===== src/pkg/tccc_defines.vh =====
/*
  Register indices, field positions and reset values of the two-channel
  capture/compare block.
  Assumes a 32-bit Avalon-MM slave with word addressing; each register
  occupies the low byte of one word.
*/
`ifndef TCCC_DEFINES_VH
`define TCCC_DEFINES_VH

// word indices on AVS_ADDRESS
`define TCCC_IDX_SC0      3'h0
`define TCCC_IDX_SC1      3'h1
`define TCCC_IDX_CH0H     3'h2
`define TCCC_IDX_CH0L     3'h3
`define TCCC_IDX_CH1H     3'h4
`define TCCC_IDX_CH1L     3'h5

// channel status/control fields
`define TCCC_BIT_FLAG     7
`define TCCC_BIT_IE       6
`define TCCC_BIT_MSB      5
`define TCCC_BIT_MSA      4
`define TCCC_BIT_ELSB     3
`define TCCC_BIT_ELSA     2
`define TCCC_BIT_TOV      1
`define TCCC_BIT_MAX      0

// edge/level codes
`define TCCC_ELS_NONE     2'h0
`define TCCC_ELS_TOGGLE   2'h1
`define TCCC_ELS_CLEAR    2'h2
`define TCCC_ELS_SET      2'h3

// reset values
`define TCCC_CTL_RST      7'h00
`define TCCC_RDATA_RST    32'h00000000

`endif


===== src/hw/tccc_top.v =====
/*
  Two-channel input capture / output compare / PWM logic for a free-running
  16-bit timer counter, with channel registers on an Avalon-MM slave.
  Assumes the counter, prescaler and modulo compare live outside on the same
  clock; CNT_VALUE, CNT_OVF, CNT_STOP and DBG_BREAK come from that logic.
  Channel pins come from outside and are synchronised here.
*/
`timescale 1ns/100ps
`include "tccc_defines.vh"

module tccc_top (
  // clock and reset
  input  wire        CLK,
  input  wire        RSTN,
  // avalon-mm slave
  input  wire [2:0]  AVS_ADDRESS,
  input  wire        AVS_READ,
  input  wire        AVS_WRITE,
  input  wire [3:0]  AVS_BYTEENABLE,
  input  wire [31:0] AVS_WRITEDATA,
  output reg  [31:0] AVS_READDATA,
  output reg         AVS_WAITREQUEST,
  // timer counter side
  input  wire [15:0] CNT_VALUE,
  input  wire        CNT_OVF,
  input  wire        CNT_STOP,
  input  wire        DBG_BREAK,
  output reg         CNT_HOLD,
  // channel pins
  input  wire [1:0]  CHAN_PIN_I,
  output reg  [1:0]  CHAN_PIN_O,
  output reg  [1:0]  CHAN_PIN_OE,
  // interrupt requests
  output reg  [1:0]  CHAN_IRQ
);

  reg  [6:0]  ctl_r [0:1];
  reg  [15:0] val_r [0:1];
  reg  [1:0]  flag_r;
  reg  [1:0]  arm_r;
  reg  [1:0]  caplk_r;
  reg  [1:0]  cmplk_r;
  reg  [1:0]  maxon_r;
  reg  [1:0]  sync1_r;
  reg  [1:0]  sync2_r;
  reg  [1:0]  prev_r;
  reg         buf_sel_r;

  wire        req;
  wire        acc;
  wire        wr;
  wire        rd;
  wire        buf_on;

  // status/control index of a channel
  function [2:0] sc_idx;
    input ch;
    begin
      sc_idx = ch ? `TCCC_IDX_SC1 : `TCCC_IDX_SC0;
    end
  endfunction

  // high byte index of a channel value
  function [2:0] hi_idx;
    input ch;
    begin
      hi_idx = ch ? `TCCC_IDX_CH1H : `TCCC_IDX_CH0H;
    end
  endfunction

  // low byte index of a channel value
  function [2:0] lo_idx;
    input ch;
    begin
      lo_idx = ch ? `TCCC_IDX_CH1L : `TCCC_IDX_CH0L;
    end
  endfunction

  // read mux; unmapped words read as zero
  function [7:0] rd_byte;
    input [2:0]  a;
    input [1:0]  f;
    input [6:0]  c0;
    input [6:0]  c1;
    input [15:0] v0;
    input [15:0] v1;
    begin
      case (a)
        `TCCC_IDX_SC0:  rd_byte = {f[0], c0};
        `TCCC_IDX_SC1:  rd_byte = {f[1], c1};
        `TCCC_IDX_CH0H: rd_byte = v0[15:8];
        `TCCC_IDX_CH0L: rd_byte = v0[7:0];
        `TCCC_IDX_CH1H: rd_byte = v1[15:8];
        `TCCC_IDX_CH1L: rd_byte = v1[7:0];
        default:        rd_byte = 8'h00;
      endcase
    end
  endfunction

  // one wait cycle per access: data are fetched while waitrequest is high,
  // side effects happen on the edge that releases the master
  assign req    = AVS_READ | AVS_WRITE;
  assign acc    = req & ~AVS_WAITREQUEST;
  assign wr     = acc & AVS_WRITE & AVS_BYTEENABLE[0];
  assign rd     = acc & AVS_READ;
  assign buf_on = ctl_r[0][`TCCC_BIT_MSB];

  always @(posedge CLK) begin
    if (!RSTN) begin
      AVS_WAITREQUEST <= 1'b1;
      AVS_READDATA    <= `TCCC_RDATA_RST;
    end else begin
      if (req && AVS_WAITREQUEST) begin
        AVS_WAITREQUEST <= 1'b0;
        // read data stand until the next read, writes leave them alone
        if (AVS_READ)
          AVS_READDATA <= {24'h000000,
                           rd_byte(AVS_ADDRESS, flag_r, ctl_r[0], ctl_r[1], val_r[0], val_r[1])};
      end else begin
        AVS_WAITREQUEST <= 1'b1;
      end
    end
  end

  // pin synchronisers; first stage feeds only the second
  always @(posedge CLK) begin
    if (!RSTN) begin
      sync1_r <= 2'h0;
      sync2_r <= 2'h0;
      prev_r  <= 2'h0;
    end else begin
      sync1_r <= CHAN_PIN_I;
      sync2_r <= sync1_r;
      prev_r  <= sync2_r;
    end
  end

  // buffered compare register select and counter hold
  always @(posedge CLK) begin
    if (!RSTN) begin
      buf_sel_r <= 1'b0;
      CNT_HOLD  <= 1'b0;
    end else begin
      CNT_HOLD <= DBG_BREAK;
      if (!buf_on)
        buf_sel_r <= 1'b0;
      else if (CNT_OVF)
        buf_sel_r <= ~buf_sel_r;
    end
  end

  genvar i;
  generate
    for (i = 0; i < 2; i = i + 1) begin : g_chan
      localparam [0:0] CH = i;
      wire        off;
      wire        msa;
      wire        msb;
      wire [1:0]  els;
      wire        tov;
      wire        cap;
      wire        cmp;
      wire [15:0] cval;
      wire        lk;
      wire        match;
      wire        rise;
      wire        fall;
      wire        hit;
      wire        capev;
      wire        ev;
      wire        scw;
      wire        scr;
      wire        hiw;
      wire        low;
      wire        hir;
      wire        lor;

      // channel 1 goes dead while channel 0 runs buffered
      assign off   = (i == 1) && buf_on;
      assign msa   = ctl_r[i][`TCCC_BIT_MSA];
      assign msb   = (i == 0) && buf_on;
      assign els   = off ? `TCCC_ELS_NONE : ctl_r[i][`TCCC_BIT_ELSB:`TCCC_BIT_ELSA];
      assign tov   = ctl_r[i][`TCCC_BIT_TOV];
      assign cap   = ~off & ~msa & ~msb & (els != `TCCC_ELS_NONE);
      assign cmp   = ~off & (msa | msb);
      assign cval  = msb ? (buf_sel_r ? val_r[1] : val_r[0]) : val_r[i];
      // in buffered mode a half-written channel 1 value also holds off matches
      assign lk    = cmplk_r[i] | (msb & cmplk_r[1]);
      assign match = cmp & ~lk & (CNT_VALUE == cval);
      assign rise  = sync2_r[i] & ~prev_r[i];
      assign fall  = ~sync2_r[i] & prev_r[i];
      assign hit   = (els[0] & rise) | (els[1] & fall);
      assign capev = cap & hit & ~caplk_r[i] & ~CNT_STOP & ~DBG_BREAK;
      assign ev    = capev | match;
      assign scw   = wr & (AVS_ADDRESS == sc_idx(CH));
      assign scr   = rd & (AVS_ADDRESS == sc_idx(CH));
      assign hiw   = wr & (AVS_ADDRESS == hi_idx(CH));
      assign low   = wr & (AVS_ADDRESS == lo_idx(CH));
      assign hir   = rd & (AVS_ADDRESS == hi_idx(CH));
      assign lor   = rd & (AVS_ADDRESS == lo_idx(CH));

      // control and flag
      always @(posedge CLK) begin
        if (!RSTN) begin
          ctl_r[i]  <= `TCCC_CTL_RST;
          flag_r[i] <= 1'b0;
          arm_r[i]  <= 1'b0;
        end else begin
          if (scw && !off)
            ctl_r[i] <= {AVS_WRITEDATA[`TCCC_BIT_IE],
                         (i == 0) ? AVS_WRITEDATA[`TCCC_BIT_MSB] : 1'b0,
                         AVS_WRITEDATA[`TCCC_BIT_MSA:`TCCC_BIT_MAX]};
          // an event wins over a pending clear
          if (ev)
            flag_r[i] <= 1'b1;
          else if (scw && !off && arm_r[i] && !AVS_WRITEDATA[`TCCC_BIT_FLAG])
            flag_r[i] <= 1'b0;
          // arm only if the value handed to software showed the flag set
          if (ev || scw)
            arm_r[i] <= 1'b0;
          else if (scr && AVS_READDATA[`TCCC_BIT_FLAG])
            arm_r[i] <= 1'b1;
        end
      end

      // value register and byte interlocks; value itself has no reset
      always @(posedge CLK) begin
        if (capev)
          val_r[i] <= CNT_VALUE;
        else if (hiw)
          val_r[i][15:8] <= AVS_WRITEDATA[7:0];
        else if (low)
          val_r[i][7:0] <= AVS_WRITEDATA[7:0];
      end

      always @(posedge CLK) begin
        if (!RSTN) begin
          caplk_r[i] <= 1'b0;
          cmplk_r[i] <= 1'b0;
        end else begin
          if (lor)
            caplk_r[i] <= 1'b0;
          else if (hir && !msa && !msb)
            caplk_r[i] <= 1'b1;
          if (low)
            cmplk_r[i] <= 1'b0;
          else if (hiw && (msa || msb || (i == 1 && buf_on)))
            cmplk_r[i] <= 1'b1;
        end
      end

      // pin output, full-duty latch and interrupt request
      always @(posedge CLK) begin
        if (!RSTN) begin
          CHAN_PIN_O[i]  <= 1'b1;
          CHAN_PIN_OE[i] <= 1'b0;
          maxon_r[i]     <= 1'b0;
          CHAN_IRQ[i]    <= 1'b0;
        end else begin
          CHAN_IRQ[i]    <= flag_r[i] & ctl_r[i][`TCCC_BIT_IE];
          CHAN_PIN_OE[i] <= cmp & (els != `TCCC_ELS_NONE);
          // full duty is sampled only at the PWM cycle boundary
          if (!cmp)
            maxon_r[i] <= 1'b0;
          else if (CNT_OVF)
            maxon_r[i] <= ctl_r[i][`TCCC_BIT_MAX] & tov;
          if (els == `TCCC_ELS_NONE)
            CHAN_PIN_O[i] <= ~msa;
          else if (cmp) begin
            if (maxon_r[i] && !(CNT_OVF && !(ctl_r[i][`TCCC_BIT_MAX] & tov)))
              CHAN_PIN_O[i] <= 1'b1;
            else if (CNT_OVF && tov)
              CHAN_PIN_O[i] <= ~CHAN_PIN_O[i];
            else if (match) begin
              case (els)
                `TCCC_ELS_TOGGLE: CHAN_PIN_O[i] <= ~CHAN_PIN_O[i];
                `TCCC_ELS_CLEAR:  CHAN_PIN_O[i] <= 1'b0;
                `TCCC_ELS_SET:    CHAN_PIN_O[i] <= 1'b1;
                default:          CHAN_PIN_O[i] <= CHAN_PIN_O[i];
              endcase
            end
          end
        end
      end
    end
  endgenerate

endmodule // tccc_top


===== config.mk =====
export PLATFORM = sky130hd
export DESIGN_NAME = tccc_top
export DESIGN_NICKNAME = d
export VERILOG_FILES = /design/src/hw/tccc_top.v
export VERILOG_INCLUDE_DIRS = /design/src /design/src/pkg
export SDC_FILE = /design/constraint.sdc
export NUM_CORES = 1
export LEC_CHECK = 0
export BUFFER_PORTS_ARGS = -buffer_cell sky130_fd_sc_hd__buf_2
export CAP_MARGIN = 10
export CORE_UTILIZATION = 35
export CTS_CLUSTER_DIAMETER = 80
export DETAILED_ROUTE_END_ITERATION = 7
export SKIP_LAST_GASP = 1
export SYNTH_ARGS = -nofsm -noshare
export SYNTH_HDL_FRONTEND = slang
export SYNTH_SLANG_ARGS = --single-unit

===== constraint.sdc =====
create_clock -name CLK -period 4.4 [get_ports CLK]
set_input_delay 0.22 -clock CLK [delete_from_list [all_inputs] [get_ports CLK]]
set_output_delay 0.22 -clock CLK [all_outputs]
set_load 0.01 [all_outputs]

# Word-level counts from Yosys, hierarchy flattened
# Memory sizes are Yosys's and may differ from the RTL's.
# Cells that the tools add are included.
[classes]
eq_ne = 13
n_mux = 52
bitwise = 79
n_reduce_logical = 56
[ops]
columns = ["op", "count"]
rows = [
  ["AND 1 bit", 48],
  ["case mux 8 bit (6 select lines)", 1],
  ["2-to-1 mux 1 bit", 40],
  ["== test 16 bit", 2],
  ["2-to-1 mux 16 bit", 2],
  ["2-to-1 mux 8 bit", 4],
  ["logical AND 1 bit", 19],
  ["inverter 1 bit", 18],
  ["2-to-1 mux 7 bit", 2],
  ["bitwise OR 1 bit", 13],
  ["nonzero test 2 bit", 6],
  ["nonzero test 6 bit", 2],
  ["OR reduction 2 bit", 6],
  ["== test 2 bit (second input constant)", 4],
  ["zero test 1 bit", 8],
  ["AND reduction 2 bit", 4],
  ["nonzero test 4 bit", 2],
  ["== test 3 x 2 -> 1 bit (second input constant)", 2],
  ["== test 3 bit (second input constant)", 2],
  ["case mux 1 bit (3 select lines)", 2],
  ["AND reduction 3 bit", 2],
  ["== test 2 x 1 -> 1 bit (second input constant)", 2],
  ["zero test 2 bit", 2],
  ["logical OR 1 bit", 4],
  ["other kinds (3)", 3],
]
[totals]
register_bits = 33
ramBits = 46
inputBits = 64
output_inout_bits = 40
word_cells = 225
memories = 2
[mem_list]
columns = ["name", "depth", "word_bits", "read_ports", "rd_ports_with_merged_regs", "write_ports", "line", "source"]
rows = [
  ["val_r", 2, 16, 2, 0, 2, "tccc_top.v:38", "reg [15:0] val_r [0:1];"],
  ["ctl_r", 2, 7, 2, 0, 2, "tccc_top.v:37", "reg [6:0] ctl_r [0:1];"],
]

# Logic depth before layout (Yosys ltp)
[depth]
ltp_word = 11
mapped_depth = 8

# Least setup slack after synthesis
# Ideal clock, no wire load.
[synth_timing]
kind = "register -> register"
from = "mem ctl_r[0][4]"
to = "mem val_r[0][10] (data pin)"
arrival_time_ns = 1.806
t_required_ns = 4.140
slack_ns = 2.334
stages_incl_launch_ff = 6
path_buffers = 1
synth_period_minus_slack_ns = 2.066
cell_sequence = "edfxtp_1 or2_2 a2111oi_4 or3_1 buf_2 mux2_2"
[synth_rtl]
columns = ["element", "line"]
rows = [
  ["from (decl)", "tccc_top.v:37"],
  ["to (decl)", "tccc_top.v:38"],
]

==> flow_summary.ini <==
[clock_tree]
postCtsHoldBufs = 0
cts_buffers = 9
cts_max_level = 3
cts_tree = built
cts-root-buf = clkbuf_16
cts_resized = 0
post-cts-setup-buffer-count = 0
cts.clk_slew.worst_paths_ns = 0.06
clk_latency_ns = 0.35
cts.path.max_buffers = 2
cts_sinks = 78

[synthesis]
synth_seq_area_share = 0.447
synth_cell_types = 66
ys_async_sr_fraction = 0
synth_area_sq_mm = 0.00451
synth_area_leaders = edfxtp_1 30%, dfxtp_1 15%, mux2_2 8.2%
synth_top_area_cell = edfxtp_1
netlist.area_leader.share = 0.300
yosysWarnings = 0
synth_seq_cells = 78
syn_inst = 442
ys_dominant_reg_cell = edfxtp_1
synth_edf_count = 45
syn_area_per_cell_sq_um = 10.2

[layout]
largest_reg_flops = 32
reg.largest.list = val_r: 32 flops, ctl_r: 13 flops, AVS_READDATA: 8 flops
layout.nets = 549
n_antenna_cell = 0
fillers = 1269
area_delta_synth_final_pct = 13.5
multi_input_area_sq_mm = 0.00224
seqCellArea_sq_mm = 0.00201
drive_gt1_frac = 0.233
regMostFlops = val_r

[worst_setup_path]
reg2reg_from = ctl_r[0][5]
ff2ff_setup_slack_ns = 1.71
r2r.worst_path.cells = 4
crit_required_ns = 4.49
worst_setup_path_start_kind = flip-flop
crit_type = flip-flop to flip-flop
r2r_end = val_r[0][14]
crit_path_end_kind = flip-flop
arrival_ns = 2.78
path_max_fanout = 14

[pwr]
peakVddDrop_mv = 0.166
power_leakage_uw = 0.00198
p_per_area_mw_per_mm2 = 351

[grt]
track_usage = 0.201
grt_start_max_net_pins = 28
grt_antenna_before_repair = 0
grt_pass1_wl_um = 19300
grt_overflow = 0
grt_pass1_vias = 3315

[die]
die_w_um = 115
die_area_sq_mm = 0.0133
rows = 41
start_util = 0.358
die_y_um = 115
core_sq_mm = 0.0126
io_pins = 104

[timing]
fin_ws_ns = 1.71
tns_ns = 0
rsz0062_at_grt = false
slew_headroom = 0.325
max_freq_mhz = 372
skew_ns = 0.00875
period_minus_slack_ns = 2.69
finalSetupViolations = 0
fin_crit_sh = 0.610
hold_viol = 0
slew_viol_final = 0
worstMarginPinSlew_ns = 1.01

[placement]
dpl_worst_slack_ns = 1.68
place_congestion = 0.894
io_buffers = 52
place.detailed.hpwl_um = 9600

[status]
run_status = completed

[route]
initialDrtViolationCount = 334
drt-total-wl_um = 12600
drc = 0
avgViaCountPerCell = 5.37
drt_first_pass_iters = 5
vias = 3558
wl_per_cell_um = 19.0
drtAntennaViolNets = 0

[job]
maxCapViolCount = 0

[worst_hold_path]
min_from = AVS_WRITE
holdPathEnd = AVS_WAITREQUEST
hold_depth = 2
min_path_type = primary input to flip-flop
-- cells in the final DEF, fill, tap and decap left out, drive strengths merged, types with 7 or more instances in the layout --
cell,Yosys,layout
a21oi,17,17
a31oi,10,10
and2,26,26
buf,37,52
clkbuf,6,10
conb,1,24
dfxtp,33,33
edfxtp,45,45
inv,17,19
mux2,33,33
mux2i,10,10
nand2,25,25
nand3,17,17
nor2,30,30
o21ai,18,18
o221ai,7,7
xnor2,13,13
xor2,9,9
-- cell families after synthesis --
family,after synthesis,synth area share
xor gates and xnor gates,22,0.0428
buffers and inverters,60,0.0755
muxes,45,0.115
AOI/OAI and AO/OA,92,0.147
other,1,0.000832
DFF,78,0.447
and+or+nand+nor,144,0.173
-- cell usage after synthesis (6+ instances only) --
library cell,count
and2_1,25
buf_2,8
nor2_1,29
o21ai_0,17
nand2_1,25
nand3_1,17
dfxtp_1,33
mux2_2,33
clkbuf_1,6
a21oi_1,17
xor2_1,9
mux2i_1,10
o221ai_1,7
xnor2_1,13
a31oi_1,10
inv_1,16
buf_4,24
edfxtp_1,45
-- area by class of cell --
cell class,instances,share of cell area
flip-flops and latches,78,0.394
multi-input cells,327,0.438
repair buffers,52,0.0509
well taps,172,0.0421
clock inverters,6,0.0162
inverters,17,0.0125
clock buffers,10,0.0467
-- worst max-delay path by stage --
stage,startpoint,endpoint,cells past startpoint,slack (ns)
global placement,AVS_ADDRESS[1],val_r[0][5],5,1.64
detailed placement,AVS_ADDRESS[1],val_r[0][7],5,1.68
finish,ctl_r[0][5],val_r[0][14],4,1.71
global route,ctl_r[0][5],val_r[0][8],4,1.62
CTS,ctl_r[0][5],val_r[0][14],4,1.71
floorplan,ctl_r[0][4],val_r[0][10],5,2.33
-- report_power, final --
group          leakage (uW)  switching (uW)  internal (uW)
Combinational       0.00112             110           70.1
Sequential         0.000693            17.8            790
Clock              0.000163             295            510
-- metrics by stage --
stage / area, sq um / power [uW] / instances / hold WS [ns] / utilization
finish: 5110 / 1790 / 662 / 0.0740 / 0.407
CTS: 5110 / 1800 / 662 / 0.0733 / 0.407
detailed placement: 4790 / 1000 / 646 / 0.422 / 0.381
floorplan: 4590 / 948 / 465 / 0.336 / -
global route: 5110 / 1860 / 662 / 0.0781 / 0.407
global placement: 4790 / 999 / 646 / 0.425 / 0.381
-- per-layer routing --
metal | track usage | vias up | part of all wire
li1 | - | 1669 | -
met1 | 0.275 | 1713 | 0.46
met2 | 0.312 | 154 | 0.46
met3 | 0.0429 | 22 | 0.063
met4 | 0.0762 | 0 | 0.022
met5 | 0 | - | 0
-- critical path, stage by stage, from the launching register on --
cell,delay (ns)
edfxtp_1,0.60
or2_2,0.44
a2111oi_4,0.54
or3_1,0.47
mux2_2,0.39
No activity file was read; power rests on OpenSTA's default activity.
